===== src/logic/ovc_pkg.sv =====
// ovc_pkg: shared offsets, field positions, reset values and carriers for the otg supply control
package ovc_pkg;

   // ************************************************************
   // bus geometry
   // ************************************************************
   localparam int AW = 6;
   localparam int DW = 8;

   // ************************************************************
   // register offsets
   // ************************************************************
   localparam logic [AW-1:0] OFS_FUNC  = 6'h04;
   localparam logic [AW-1:0] OFS_IFC   = 6'h07;
   localparam logic [AW-1:0] OFS_OTG   = 6'h0A;
   localparam logic [AW-1:0] OFS_IER   = 6'h0D;
   localparam logic [AW-1:0] OFS_IEF   = 6'h10;
   localparam logic [AW-1:0] OFS_STAT  = 6'h13;
   localparam logic [AW-1:0] OFS_LATCH = 6'h14;
   localparam logic [AW-1:0] OFS_MASK  = 6'h15;
   localparam logic [AW-1:0] OFS_IOPM  = 6'h39;

   // ************************************************************
   // field positions
   // ************************************************************
   localparam int BIT_UART     = 0;
   localparam int BIT_CMPL     = 5;
   localparam int BIT_PASS     = 6;
   localparam int BIT_DISCH    = 3;
   localparam int BIT_CHG      = 4;
   localparam int BIT_DRV_INT  = 5;
   localparam int BIT_DRV_EXT  = 6;
   localparam int BIT_USE_EXT  = 7;
   localparam int BIT_SUP      = 1;
   localparam int BIT_SES      = 2;
   localparam int UREG_LSB     = 0;
   localparam int NREG_LSB     = 2;
   localparam int BIT_PUP_POS  = 4;
   localparam int BIT_PUP_NEG  = 5;

   // ************************************************************
   // reset values and event set
   // ************************************************************
   localparam logic [DW-1:0] RST_FUNC = 8'h00;
   localparam logic [DW-1:0] RST_IFC  = 8'h00;
   localparam logic [DW-1:0] RST_OTG  = 8'h00;
   localparam logic [DW-1:0] RST_IE   = 8'h00;
   localparam logic [DW-1:0] RST_MASK = 8'h00;
   localparam logic [DW-1:0] RST_IOPM = 8'h00;
   localparam logic [DW-1:0] EVT_SET  = 8'h06;

   // ************************************************************
   // carriers
   // ************************************************************
   typedef struct packed {
      logic [AW-1:0] addr;
      logic [DW-1:0] wdata;
      logic          we;
      logic          re;
   } ovc_bus_t;

   typedef struct packed {
      logic session;
      logic supply;
   } ovc_cmp_t;

endpackage


===== src/logic/ovc_sync2.sv =====
// ovc_sync2: two-stage synchroniser for the analog comparator outputs
`timescale 1ns/1ns
module ovc_sync2
   import ovc_pkg::*;
(
   input  wire logic     i_mclk,
   input  wire logic     i_rst_n,
   input  wire logic     i_ce,
   input  wire ovc_cmp_t i_raw,
   output ovc_cmp_t      o_sync
);

   ovc_cmp_t stage1;

   // first stage feeds only the second; comparators are asynchronous to mclk
   always_ff @(posedge i_mclk or negedge i_rst_n) begin
      if (!i_rst_n) begin
         stage1 <= '0;
         o_sync <= '0;
      end else if (i_ce) begin
         stage1 <= i_raw;
         o_sync <= stage1;
      end
   end

endmodule // ovc_sync2


===== src/logic/ovc_top.sv =====
// ovc_top: otg supply-line control, comparator status, interrupts and uart/charger gating
//
// Contract
// - session interrupt enables only gate interrupts; the session state stays readable.
// - with both supply-valid enables clear, status bit 1 reads 0.
// - rxcmd supply-valid comes from the comparator or a fixed level per the indicator decode.
// - the indicator decode is off after reset so rxcmd follows the comparator.
// - otg control bit 3 switches the supply discharge pull-down.
// - otg control bit 4 switches the supply charge pull-up used to request a session.
// - the charge-pump enable is the or of the internal and external drive bits.
// - the charge-pump enable is active high.
// - in uart mode the regulator selection takes the uart regulator level field.
// - in uart mode no line state is driven on the two lowest data lines.
// - charger pull-ups are off while the reset pin is 0, else follow their enable bits.
`timescale 1ns/1ns
module ovc_top
   import ovc_pkg::*;
(
   input  wire logic          i_mclk,
   input  wire logic          i_rst_n,
   input  wire logic          i_ce,
   input  wire ovc_bus_t      i_bus,
   output logic [DW-1:0]      o_rdata,
   input  wire ovc_cmp_t      i_cmp,
   input  wire logic          i_reset_n_pin,
   input  wire logic [1:0]    i_linestate,
   output logic               o_rxcmd_supply_valid,
   output logic               o_supply_discharge,
   output logic               o_supply_charge,
   output logic               o_charge_pump_enable_out,
   output logic [1:0]         o_regulator_level,
   output logic [1:0]         o_linestate,
   output logic               o_linestate_oe,
   output logic               o_charger_pos_pullup,
   output logic               o_charger_neg_pullup,
   output logic               o_irq
);

   // ************************************************************
   // helpers
   // ************************************************************

   // address match shared by write and latch read-clear decode; the read port decodes with its own case
   function automatic logic fn_hit(input logic [AW-1:0] a, input logic [AW-1:0] ofs);
      fn_hit = (a == ofs);
   endfunction

   // indicator decode: with the external indicator selected, complement fixes zero, pass-through fixes one, else the comparator
   function automatic logic fn_decode(input logic use_ext, input logic pass,
                                      input logic cmpl, input logic comp);
      if (!use_ext) begin
         fn_decode = comp;
      end else if (cmpl) begin
         fn_decode = 1'b0;
      end else if (pass) begin
         fn_decode = 1'b1;
      end else begin
         fn_decode = comp;
      end
   endfunction

   // ************************************************************
   // state
   // ************************************************************
   ovc_cmp_t      cmp_s;
   ovc_cmp_t      cmp_d;
   logic [DW-1:0] func_reg;
   logic [DW-1:0] ifc_reg;
   logic [DW-1:0] otg_reg;
   logic [DW-1:0] ier_reg;
   logic [DW-1:0] ief_reg;
   logic [DW-1:0] mask_reg;
   logic [DW-1:0] iopm_reg;
   logic [DW-1:0] latch_reg;
   logic [DW-1:0] status_now;
   logic [DW-1:0] cur_vec;
   logic [DW-1:0] prev_vec;
   logic [DW-1:0] evt;
   logic [DW-1:0] next_latch;
   logic          wr;
   logic          rd;
   logic          sup_en;

   assign wr = i_bus.we;
   assign rd = i_bus.re;

   // ************************************************************
   // comparator synchronisation
   // ************************************************************

   // raw comparators are never looked at before this
   ovc_sync2 u_sync (
      .i_mclk (i_mclk),
      .i_rst_n(i_rst_n),
      .i_ce   (i_ce),
      .i_raw  (i_cmp),
      .o_sync (cmp_s)
   );

   // one-cycle history for edge detection
   always_ff @(posedge i_mclk or negedge i_rst_n) begin
      if (!i_rst_n) begin
         cmp_d <= '0;
      end else if (i_ce) begin
         cmp_d <= cmp_s;
      end
   end

   // ************************************************************
   // control registers
   // ************************************************************

   // software writes; all fields reset to zero, drive bits included
   always_ff @(posedge i_mclk or negedge i_rst_n) begin
      if (!i_rst_n) begin
         func_reg <= RST_FUNC;
         ifc_reg  <= RST_IFC;
         otg_reg  <= RST_OTG;
         ier_reg  <= RST_IE;
         ief_reg  <= RST_IE;
         mask_reg <= RST_MASK;
         iopm_reg <= RST_IOPM;
      end else if (i_ce && wr) begin
         if (fn_hit(i_bus.addr, OFS_FUNC)) func_reg <= i_bus.wdata;
         if (fn_hit(i_bus.addr, OFS_IFC))  ifc_reg  <= i_bus.wdata;
         if (fn_hit(i_bus.addr, OFS_OTG))  otg_reg  <= i_bus.wdata;
         if (fn_hit(i_bus.addr, OFS_IER))  ier_reg  <= i_bus.wdata;
         if (fn_hit(i_bus.addr, OFS_IEF))  ief_reg  <= i_bus.wdata;
         if (fn_hit(i_bus.addr, OFS_MASK)) mask_reg <= i_bus.wdata;
         if (fn_hit(i_bus.addr, OFS_IOPM)) iopm_reg <= i_bus.wdata;
      end
   end

   // ************************************************************
   // status and events
   // ************************************************************

   // supply comparator counts as disabled only with both enables clear
   assign sup_en = ier_reg[BIT_SUP] | ief_reg[BIT_SUP];

   // session state reads regardless of its enables
   always_comb begin
      status_now           = '0;
      status_now[BIT_SES]  = cmp_s.session;
      status_now[BIT_SUP]  = cmp_s.supply & sup_en;
      cur_vec              = '0;
      cur_vec[BIT_SES]     = cmp_s.session;
      cur_vec[BIT_SUP]     = cmp_s.supply;
      prev_vec             = '0;
      prev_vec[BIT_SES]    = cmp_d.session;
      prev_vec[BIT_SUP]    = cmp_d.supply;
   end

   // enables gate edges here; the comparator level itself is gated only in status bit 1
   always_comb begin
      evt = ((cur_vec & ~prev_vec & ier_reg) |
             (~cur_vec & prev_vec & ief_reg)) & EVT_SET;
   end

   // a read clears the latch, but an event in the same cycle wins
   always_comb begin
      next_latch = latch_reg;
      if (rd && fn_hit(i_bus.addr, OFS_LATCH)) begin
         next_latch = '0;
      end
      next_latch = next_latch | evt;
   end

   // sticky event latch
   always_ff @(posedge i_mclk or negedge i_rst_n) begin
      if (!i_rst_n) begin
         latch_reg <= '0;
      end else if (i_ce) begin
         latch_reg <= next_latch;
      end
   end

   // level interrupt, registered so it stays glitch free
   always_ff @(posedge i_mclk or negedge i_rst_n) begin
      if (!i_rst_n) begin
         o_irq <= 1'b0;
      end else if (i_ce) begin
         o_irq <= |(next_latch & mask_reg);
      end
   end

   // ************************************************************
   // read port
   // ************************************************************

   // data valid only in the cycle after the strobe; unmapped reads zero
   always_ff @(posedge i_mclk or negedge i_rst_n) begin
      if (!i_rst_n) begin
         o_rdata <= '0;
      end else if (i_ce) begin
         if (rd) begin
            case (i_bus.addr)
               OFS_FUNC:  o_rdata <= func_reg;
               OFS_IFC:   o_rdata <= ifc_reg;
               OFS_OTG:   o_rdata <= otg_reg;
               OFS_IER:   o_rdata <= ier_reg;
               OFS_IEF:   o_rdata <= ief_reg;
               OFS_STAT:  o_rdata <= status_now;
               OFS_LATCH: o_rdata <= latch_reg;
               OFS_MASK:  o_rdata <= mask_reg;
               OFS_IOPM:  o_rdata <= iopm_reg;
               default:   o_rdata <= '0;
            endcase
         end else begin
            o_rdata <= '0;
         end
      end
   end

   // ************************************************************
   // supply-line outputs
   // ************************************************************

   // pulsing resistors and charge pump follow otg control one cycle later
   always_ff @(posedge i_mclk or negedge i_rst_n) begin
      if (!i_rst_n) begin
         o_supply_discharge       <= 1'b0;
         o_supply_charge          <= 1'b0;
         o_charge_pump_enable_out <= 1'b0;
      end else if (i_ce) begin
         o_supply_discharge       <= otg_reg[BIT_DISCH];
         o_supply_charge          <= otg_reg[BIT_CHG];
         o_charge_pump_enable_out <= otg_reg[BIT_DRV_INT] |
                                     otg_reg[BIT_DRV_EXT];
      end
   end

   // rxcmd supply-valid source; a peripheral link should watch session instead
   always_ff @(posedge i_mclk or negedge i_rst_n) begin
      if (!i_rst_n) begin
         o_rxcmd_supply_valid <= 1'b0;
      end else if (i_ce) begin
         o_rxcmd_supply_valid <= fn_decode(otg_reg[BIT_USE_EXT], ifc_reg[BIT_PASS],
                                           ifc_reg[BIT_CMPL], cmp_s.supply);
      end
   end

   // ************************************************************
   // uart mode and charger detect
   // ************************************************************

   // regulator level swaps automatically on uart entry
   always_ff @(posedge i_mclk or negedge i_rst_n) begin
      if (!i_rst_n) begin
         o_regulator_level <= '0;
      end else if (i_ce) begin
         if (func_reg[BIT_UART]) begin
            o_regulator_level <= iopm_reg[UREG_LSB +: 2];
         end else begin
            o_regulator_level <= iopm_reg[NREG_LSB +: 2];
         end
      end
   end

   // line state is withheld from the low data lines in uart mode
   always_ff @(posedge i_mclk or negedge i_rst_n) begin
      if (!i_rst_n) begin
         o_linestate    <= '0;
         o_linestate_oe <= 1'b0;
      end else if (i_ce) begin
         o_linestate_oe <= !func_reg[BIT_UART];
         o_linestate    <= func_reg[BIT_UART] ? 2'h0 : i_linestate;
      end
   end

   // weak pull-ups forced off while the reset pin is low
   always_ff @(posedge i_mclk or negedge i_rst_n) begin
      if (!i_rst_n) begin
         o_charger_pos_pullup <= 1'b0;
         o_charger_neg_pullup <= 1'b0;
      end else if (i_ce) begin
         o_charger_pos_pullup <= i_reset_n_pin & iopm_reg[BIT_PUP_POS];
         o_charger_neg_pullup <= i_reset_n_pin & iopm_reg[BIT_PUP_NEG];
      end
   end

   // ************************************************************
   // checks
   // ************************************************************

   property p_ses_readable;
      @(posedge i_mclk) disable iff (!i_rst_n)
      (i_ce && rd && fn_hit(i_bus.addr, OFS_STAT))
         |=> (o_rdata[BIT_SES] == $past(cmp_s.session));
   endproperty
   a_ses_readable: assert property (p_ses_readable)
      else $error("session state not readable in status");

   property p_sup_disabled;
      @(posedge i_mclk) disable iff (!i_rst_n)
      (i_ce && rd && fn_hit(i_bus.addr, OFS_STAT) && !sup_en)
         |=> (o_rdata[BIT_SUP] == 1'b0);
   endproperty
   a_sup_disabled: assert property (p_sup_disabled)
      else $error("disabled supply status not zero");

   property p_rx_fixed0;
      @(posedge i_mclk) disable iff (!i_rst_n)
      (i_ce && otg_reg[BIT_USE_EXT] && ifc_reg[BIT_CMPL])
         |=> (o_rxcmd_supply_valid == 1'b0);
   endproperty
   a_rx_fixed0: assert property (p_rx_fixed0)
      else $error("complemented indicator not fixed 0");

   property p_rx_follow;
      @(posedge i_mclk) disable iff (!i_rst_n)
      (i_ce && !otg_reg[BIT_USE_EXT])
         |=> (o_rxcmd_supply_valid == $past(cmp_s.supply));
   endproperty
   a_rx_follow: assert property (p_rx_follow)
      else $error("rxcmd not following comparator");

   property p_disch;
      @(posedge i_mclk) disable iff (!i_rst_n)
      (i_ce && wr && fn_hit(i_bus.addr, OFS_OTG)) ##1 i_ce
         |=> (o_supply_discharge == $past(i_bus.wdata[BIT_DISCH], 2));
   endproperty
   a_disch: assert property (p_disch)
      else $error("discharge pull-down mismatch");

   property p_chg;
      @(posedge i_mclk) disable iff (!i_rst_n)
      (i_ce && wr && fn_hit(i_bus.addr, OFS_OTG)) ##1 i_ce
         |=> (o_supply_charge == $past(i_bus.wdata[BIT_CHG], 2));
   endproperty
   a_chg: assert property (p_chg)
      else $error("charge pull-up mismatch");

   property p_charge_pump_enable_out;
      @(posedge i_mclk) disable iff (!i_rst_n)
      i_ce |=> (o_charge_pump_enable_out ==
                ($past(otg_reg[BIT_DRV_INT]) | $past(otg_reg[BIT_DRV_EXT])));
   endproperty
   a_charge_pump_enable_out: assert property (p_charge_pump_enable_out)
      else $error("charge pump enable not or of drive bits");

   property p_uart_reg;
      @(posedge i_mclk) disable iff (!i_rst_n)
      (i_ce && func_reg[BIT_UART])
         |=> (o_regulator_level == $past(iopm_reg[UREG_LSB +: 2]));
   endproperty
   a_uart_reg: assert property (p_uart_reg)
      else $error("uart regulator level not selected");

   property p_uart_ls;
      @(posedge i_mclk) disable iff (!i_rst_n)
      (i_ce && func_reg[BIT_UART]) |=> (!o_linestate_oe && o_linestate == 2'h0);
   endproperty
   a_uart_ls: assert property (p_uart_ls)
      else $error("line state driven in uart mode");

   property p_pullup;
      @(posedge i_mclk) disable iff (!i_rst_n)
      (i_ce && !i_reset_n_pin) |=> (!o_charger_pos_pullup && !o_charger_neg_pullup);
   endproperty
   a_pullup: assert property (p_pullup)
      else $error("charger pull-up on during reset pin low");

endmodule // ovc_top


===== config.mk =====
export PLATFORM = sky130hd
export DESIGN_NAME = ovc_top
export DESIGN_NICKNAME = d
export VERILOG_FILES = /design/src/logic/ovc_pkg.sv /design/src/logic/ovc_sync2.sv /design/src/logic/ovc_top.sv
export SDC_FILE = /design/constraint.sdc
export NUM_CORES = 1
export LEC_CHECK = 0
export BUFFER_PORTS_ARGS = -buffer_cell sky130_fd_sc_hd__buf_2
export CORE_ASPECT_RATIO = 1.4
export CORE_MARGIN = 4
export CORE_UTILIZATION = 60
export DETAILED_ROUTE_END_ITERATION = 12
export PLACE_DENSITY = 0.79
export SYNTH_ARGS = -nofsm -noshare
export SYNTH_HDL_FRONTEND = slang
export SYNTH_SLANG_ARGS = --single-unit

===== constraint.sdc =====
create_clock -name i_mclk -period 2.9 [get_ports i_mclk]
set_clock_uncertainty 0.2 [all_clocks]
set_input_delay 0.29 -clock i_mclk [delete_from_list [all_inputs] [get_ports i_mclk]]
set_output_delay 0.29 -clock i_mclk [all_outputs]
set_load 0.005 [all_outputs]

=== Word-level counts from Yosys, hierarchy flattened ===
Index checks and enable logic that the tools add are counted.

* Register bits: 90
* Bits of input ports: 24
* Output and inout port bits: 20
* Word-level logic and storage cells: 67

* Eq/ne operators: 9
* Muxes and demuxes: 8
* Bitwise logic cells: 14
* Reduce and logical (&&, ||, !) cells: 11

{| class="wikitable"
|+ Operator list
! operator !! number
|-
| $pmux 8 s9 || 1
|-
| $eq 6x5->1 const B || 4
|-
| $mux 8 || 2
|-
| $reduce_and 2->1 || 7
|-
| $and 3x3->3 || 4
|-
| $eq 6x3->1 const B || 2
|-
| $eq 6x4->1 const B || 2
|-
| $and 8x8->8 || 1
|-
| $or 8x3->8 || 1
|-
| $reduce_or 8->1 || 1
|-
| $eq 6x6->1 const B || 1
|-
| $not 3->3 || 2
|-
| $mux 2 || 2
|-
| $and 1x1->1 || 3
|-
| $mux 1 || 3
|-
| $or 3x3->3 || 1
|-
| $logic_and 1x1->1 || 2
|-
| $or 1x1->1 || 2
|-
| $logic_not 1->1 || 1
|}

=== Depth between registers and ports, before layout ===
* Depth in word-level cells: 7
* Gate-level depth with buffers: 6

=== Modules after synthesis ===
A second synthesis with hierarchy kept.

* Cell total of the unflattened synthesis: 319
* Area total of the unflattened synthesis: 4050.1 µm²

{| class="wikitable"
|+ By module, submodules not included
! module !! instances !! cells an instance !! area each (µm²) !! seq. area each (µm²)
|-
| ovc_top || 1 || 311 || 3905.0 || 2152.1
|-
| ovc_sync2 || 1 || 8 || 145.1 || 100.1
|}

=== Least setup slack after synthesis ===
Ideal clock, no wire load.

* Kind: input to register
* From: input i_bus[15] (netlist name)
* To: register ifc_reg[0]
* Setup time: 125 ps
* Arrival: 1508 ps
* Slack: 1067 ps
* Stages: 5
* Path buffers: 1
* Cell sequence: nor4b_4 and2_1 and3_1 buf_4 mux2_2

* Word-level cells in the longest chain between the ends: 2

{| class="wikitable"
|+ Ends and longest elaborated chain
! what !! line !! RTL
|-
| start: declaration || ovc_top.sv:22 || <nowiki>input wire ovc_bus_t i_bus,</nowiki>
|-
| $eq 6x3->1 || ovc_top.sv:45 || <nowiki>fn_hit = (a == ofs);</nowiki>
|-
| $reduce_and 2->1 (no source line) || n/a ||
|-
| end signal: assignment || ovc_top.sv:125 || <nowiki>if (fn_hit(i_bus.addr, OFS_IFC)) ifc_reg <= i_bus.wdata;</nowiki>
|-
| end: declaration || ovc_top.sv:68 || <nowiki>logic [DW-1:0] ifc_reg;</nowiki>
|}

No other way between the ends.
A chain may end at the register's enable or synchronous reset.

=== Worst setup path after layout ===
* From: input i_bus[15] (netlist name)
* To: register ifc_reg[3]

The elaborated chain is that of the path after synthesis.

==> impl_metrics.py <==
metrics = {
    "clock_network": {
        "htree_levels": 3,
        "cts-buffers-inserted": 9,
        "clockBufferDepth": 2,
        "cts_tree": "built",
        "cts_setup_buffers": 0,
        "clock-sinks": 90,
        "path_clk_slew_ps": 90,
        "insertion_delay_ps": 360,
        "cts-root-buf": "clkbuf_8",
    },
    "drt": {
        "avgRoutedWirePerCell_um": 21.24,
        "vias": 2960,
        "drt-initial-drc-count": 293,
        "routed.top_layer": "met4",
        "dr_wl_met2_um": 4892,
        "via_per_inst": 6.298,
        "route.met3.wl_um": 698,
        "detail-route-antenna-nets": 0,
        "wirelength_um": 9985,
        "remaining_drc_errors": 0,
        "drt-met1-wl_um": 3951,
        "first_pass_iters": 5,
    },
    "grt": {
        "grt_pass1_vias": 3066,
        "grt_pass1_wl_um": 16270,
        "antenna_found_initial": 0,
        "gr-total-overflow": 0,
        "grt_max_degree": 57,
        "track_usage_pct": 25.87,
    },
    "timing": {
        "min_period_ps": 2255,
        "setup_violations": 0,
        "fin_setup_tns_ps": 0,
        "tightestPinTransition_ps": 716.3,
        "slew_violations": 0,
        "worst_hold_slack_ps": 64.83,
        "period_share_pct": 77.75,
        "max-slew-margin-rel_pct": 52.24,
        "rsz0062_at_grt": "no",
        "fmaxAchievable_mhz": 443.5,
        "hold_viol": 0,
    },
    "floorplan": {
        "fp.dieW_um": 78.15,
        "ios": 44,
        "core_area_um2": 6656,
        "initial_utilization_pct": 62.11,
        "fp-row-count": 35,
        "die_area_um2": 8301,
        "die_h_um": 106.2,
    },
    "logic_synthesis": {
        "synthArstFlopShare_pct": 100.0,
        "synth_nets": 345,
        "yosys_most_used_dff": "dfrtp_1",
        "synth_largest_area_cell": "dfrtp_1",
        "ys_seq_elements": 90,
        "ys_seq_area_share_pct": 54.48,
        "synth_cell_type_count": 46,
        "syn_inst": 321,
        "syn_area_um2": 4134,
        "synthMostInstantiatedCell": "dfrtp_1",
        "synth_top_area_share_pct": 54.48,
        "syn_area_per_cell_um2": 12.88,
        "yosys_warnings": 0,
        "synth_edf_count": 0,
        "synth_area_leaders": "dfrtp_1 (54%), mux2_2 (16%), a22oi_1 (3.5%), mux2_4 (2.9%), and3_1 (2.9%)",
        "synthTopCellsByCount": "dfrtp_1 (90), mux2_2 (57), a22oi_1 (19), and3_1 (19), inv_1 (13)",
    },
    "critical_path": {
        "crit_type": "in2reg",
        "path_buf_inv": 1,
        "startpoint_type": "input port",
        "r2r.worst_path.cells": 4,
        "crit_arrival_ps": 2290,
        "crit_cells": 5,
        "r2r_setup_slack_ps": 1130,
        "path_max_fanout": 8,
        "worstPathCellList": "buf_2, nor4b_4, and2_1, and3_1, mux2_2",
        "required_ps": 2930,
        "endpoint_kind": "flop",
        "cpMaxStageDelayCell": "nor4b_4",
        "crit_family": "simple AND/OR/NAND/NOR gates",
        "critical-path-max-stage-delay_ps": 560,
    },
    "power": {
        "p_sw_mw": 0.6268,
        "p_int_mw": 1.843,
        "p_leak_nw": 2.220,
        "seq_power_share_pct": 57.8,
        "switching_share_pct": 25.38,
        "comb_power_share_pct": 10.3,
        "pwr-share-clk_pct": 31.9,
        "vdd_ir_drop_max_uv": 464.9,
        "p_per_area_nw_per_um2": 527.0,
    },
    "final_layout": {
        "seq_area_um2": 2252,
        "drive_above_1_share_pct": 38.36,
        "num-fill-cells": 491,
        "diodes": 0,
        "area_growth_pct": 13.35,
        "final_nets": 397,
        "multi_input_area_um2": 1744,
    },
    "run": {
        "drv_cap": 0,
    },
    "hold_path": {
        "min_path_type": "in2reg",
        "holdPathStages": 2,
    },
    "placement": {
        "post-dp-hpwl_um": 6973,
        "portBuffers": 43,
        "gp_congestion": 0.8786,
    },
    "run_status": {
        "outcome": "completed",
    },
}
[kinds of logic (layout without fill, tap and decap cells)]
logic type / Yosys count / after routing / share of synthesized area [%]
muxes: 68 / 68 / 19.16
buffers and inverters: 28 / 85 / 3.329
and+or+nand+nor: 75 / 75 / 12.53
AOI/OAI and AO/OA: 60 / 60 / 10.50
DFF: 90 / 90 / 54.48
[worst reg2reg max path, delay by kind of cell (launching register included)]
kind / cells / cell delay, ps
flip-flops: 1 / 430
AO/OA/AOI/OAI: 2 / 570
AND/OR/NAND/NOR: 2 / 430
[stage by stage]
| step | cell area (µm²) | util, % | power [mW] | cells | setup slack, ps |
|---|---|---|---|---|---|
| detailed placement | 4443 | 66.75 | 1.700 | 448 | 333.6 |
| CTS | 4686 | 70.39 | 2.479 | 470 | 702.4 |
| global route | 4686 | 70.39 | 2.574 | 470 | 566.7 |
| finish | 4686 | 70.39 | 2.469 | 470 | 645.2 |
| floorplan | 4134 | - | 1.569 | 321 | 1067 |
| global placement | 4443 | 66.75 | 1.688 | 448 | 356.1 |
[layer usage]
layer  vias up  global-route usage, %
li1       1292                      -
met1      1462                  33.79
met2       161                  40.63
met3        45                  4.915
met4         0                  14.12
met5         -                      0
[worst paths after layout]
kind / start / endpoint
hold reg to reg: u_sync.stage1[0]$_DFFE_PN0P_ / u_sync.o_sync[0]$_DFFE_PN0P_
max in group asynchronous: i_rst_n / ifc_reg[3]$_DFFE_PN0P_
min in group asynchronous: i_rst_n / ief_reg[5]$_DFFE_PN0P_
setup reg to reg: latch_reg[3]$_DFFE_PN0P_ / o_rdata[3]$_DFFE_PN0P_
setup / recovery: i_bus[15] / ifc_reg[3]$_DFFE_PN0P_
hold / removal: i_bus[4] / mask_reg[2]$_DFFE_PN0P_
[power groups by stage]
stage | registers [mW] | clock network, mW | logic, mW
2_1_floorplan | 1.42 | 0 | 0.145
3_3_place_gp | 1.45 | 0 | 0.242
3_5_place_dp | 1.45 | 0 | 0.251
4_1_cts | 1.42 | 0.797 | 0.257
5_1_grt | 1.44 | 0.853 | 0.282
6_report | 1.43 | 0.788 | 0.255
[timing repair]
| action | 4_1_cts | 5_1_grt |
|---|---|---|
| resized for setup | 0 | 0 |
| hold buffers | 6 | 0 |
| hold endpoints to repair | 61 | 0 |
[layout by cell type, fill, tap and decap left out, types with 2 or more instances in the layout]
| cell type | netlist | routed |
|---|---|---|
| inv_1 | 13 | 13 |
| buf_2 | 2 | 42 |
| nand3_1 | 4 | 4 |
| nand3_2 | 2 | 2 |
| mux2_4 | 8 | 8 |
| nor3b_1 | 2 | 2 |
| mux2i_1 | 3 | 3 |
| dlygate4sd3_1 | 0 | 6 |
| dfrtp_1 | 90 | 90 |
| a22oi_1 | 19 | 19 |
| clkbuf_8 | 0 | 11 |
| and2_1 | 5 | 5 |
| nor2b_1 | 8 | 8 |
| nand2_1 | 9 | 9 |
| a2111oi_0 | 4 | 4 |
| nor2_1 | 8 | 8 |
| clkinvlp_4 | 0 | 2 |
| and3_1 | 19 | 19 |
| nor4b_4 | 2 | 2 |
| a21oi_1 | 9 | 9 |
| o21ai_0 | 8 | 8 |
| a41o_1 | 3 | 3 |
| buf_4 | 2 | 7 |
| nand3b_1 | 3 | 3 |
| a221oi_1 | 3 | 3 |
| o22ai_1 | 6 | 6 |
| a22o_1 | 3 | 3 |
| mux2_2 | 57 | 57 |
| clkbuf_1 | 6 | 2 |
[final cells by class]
type,instances,area share (%)
Sequential cell,90,48.06
Multi-Input combinational cell,203,37.22
Timing Repair Buffer,56,7.316
Clock buffer,13,3.391
Tap cell,92,2.457
Inverter,13,1.041
Clock inverter,3,0.5073
Note: power is estimated with default switching activity, not from simulation.
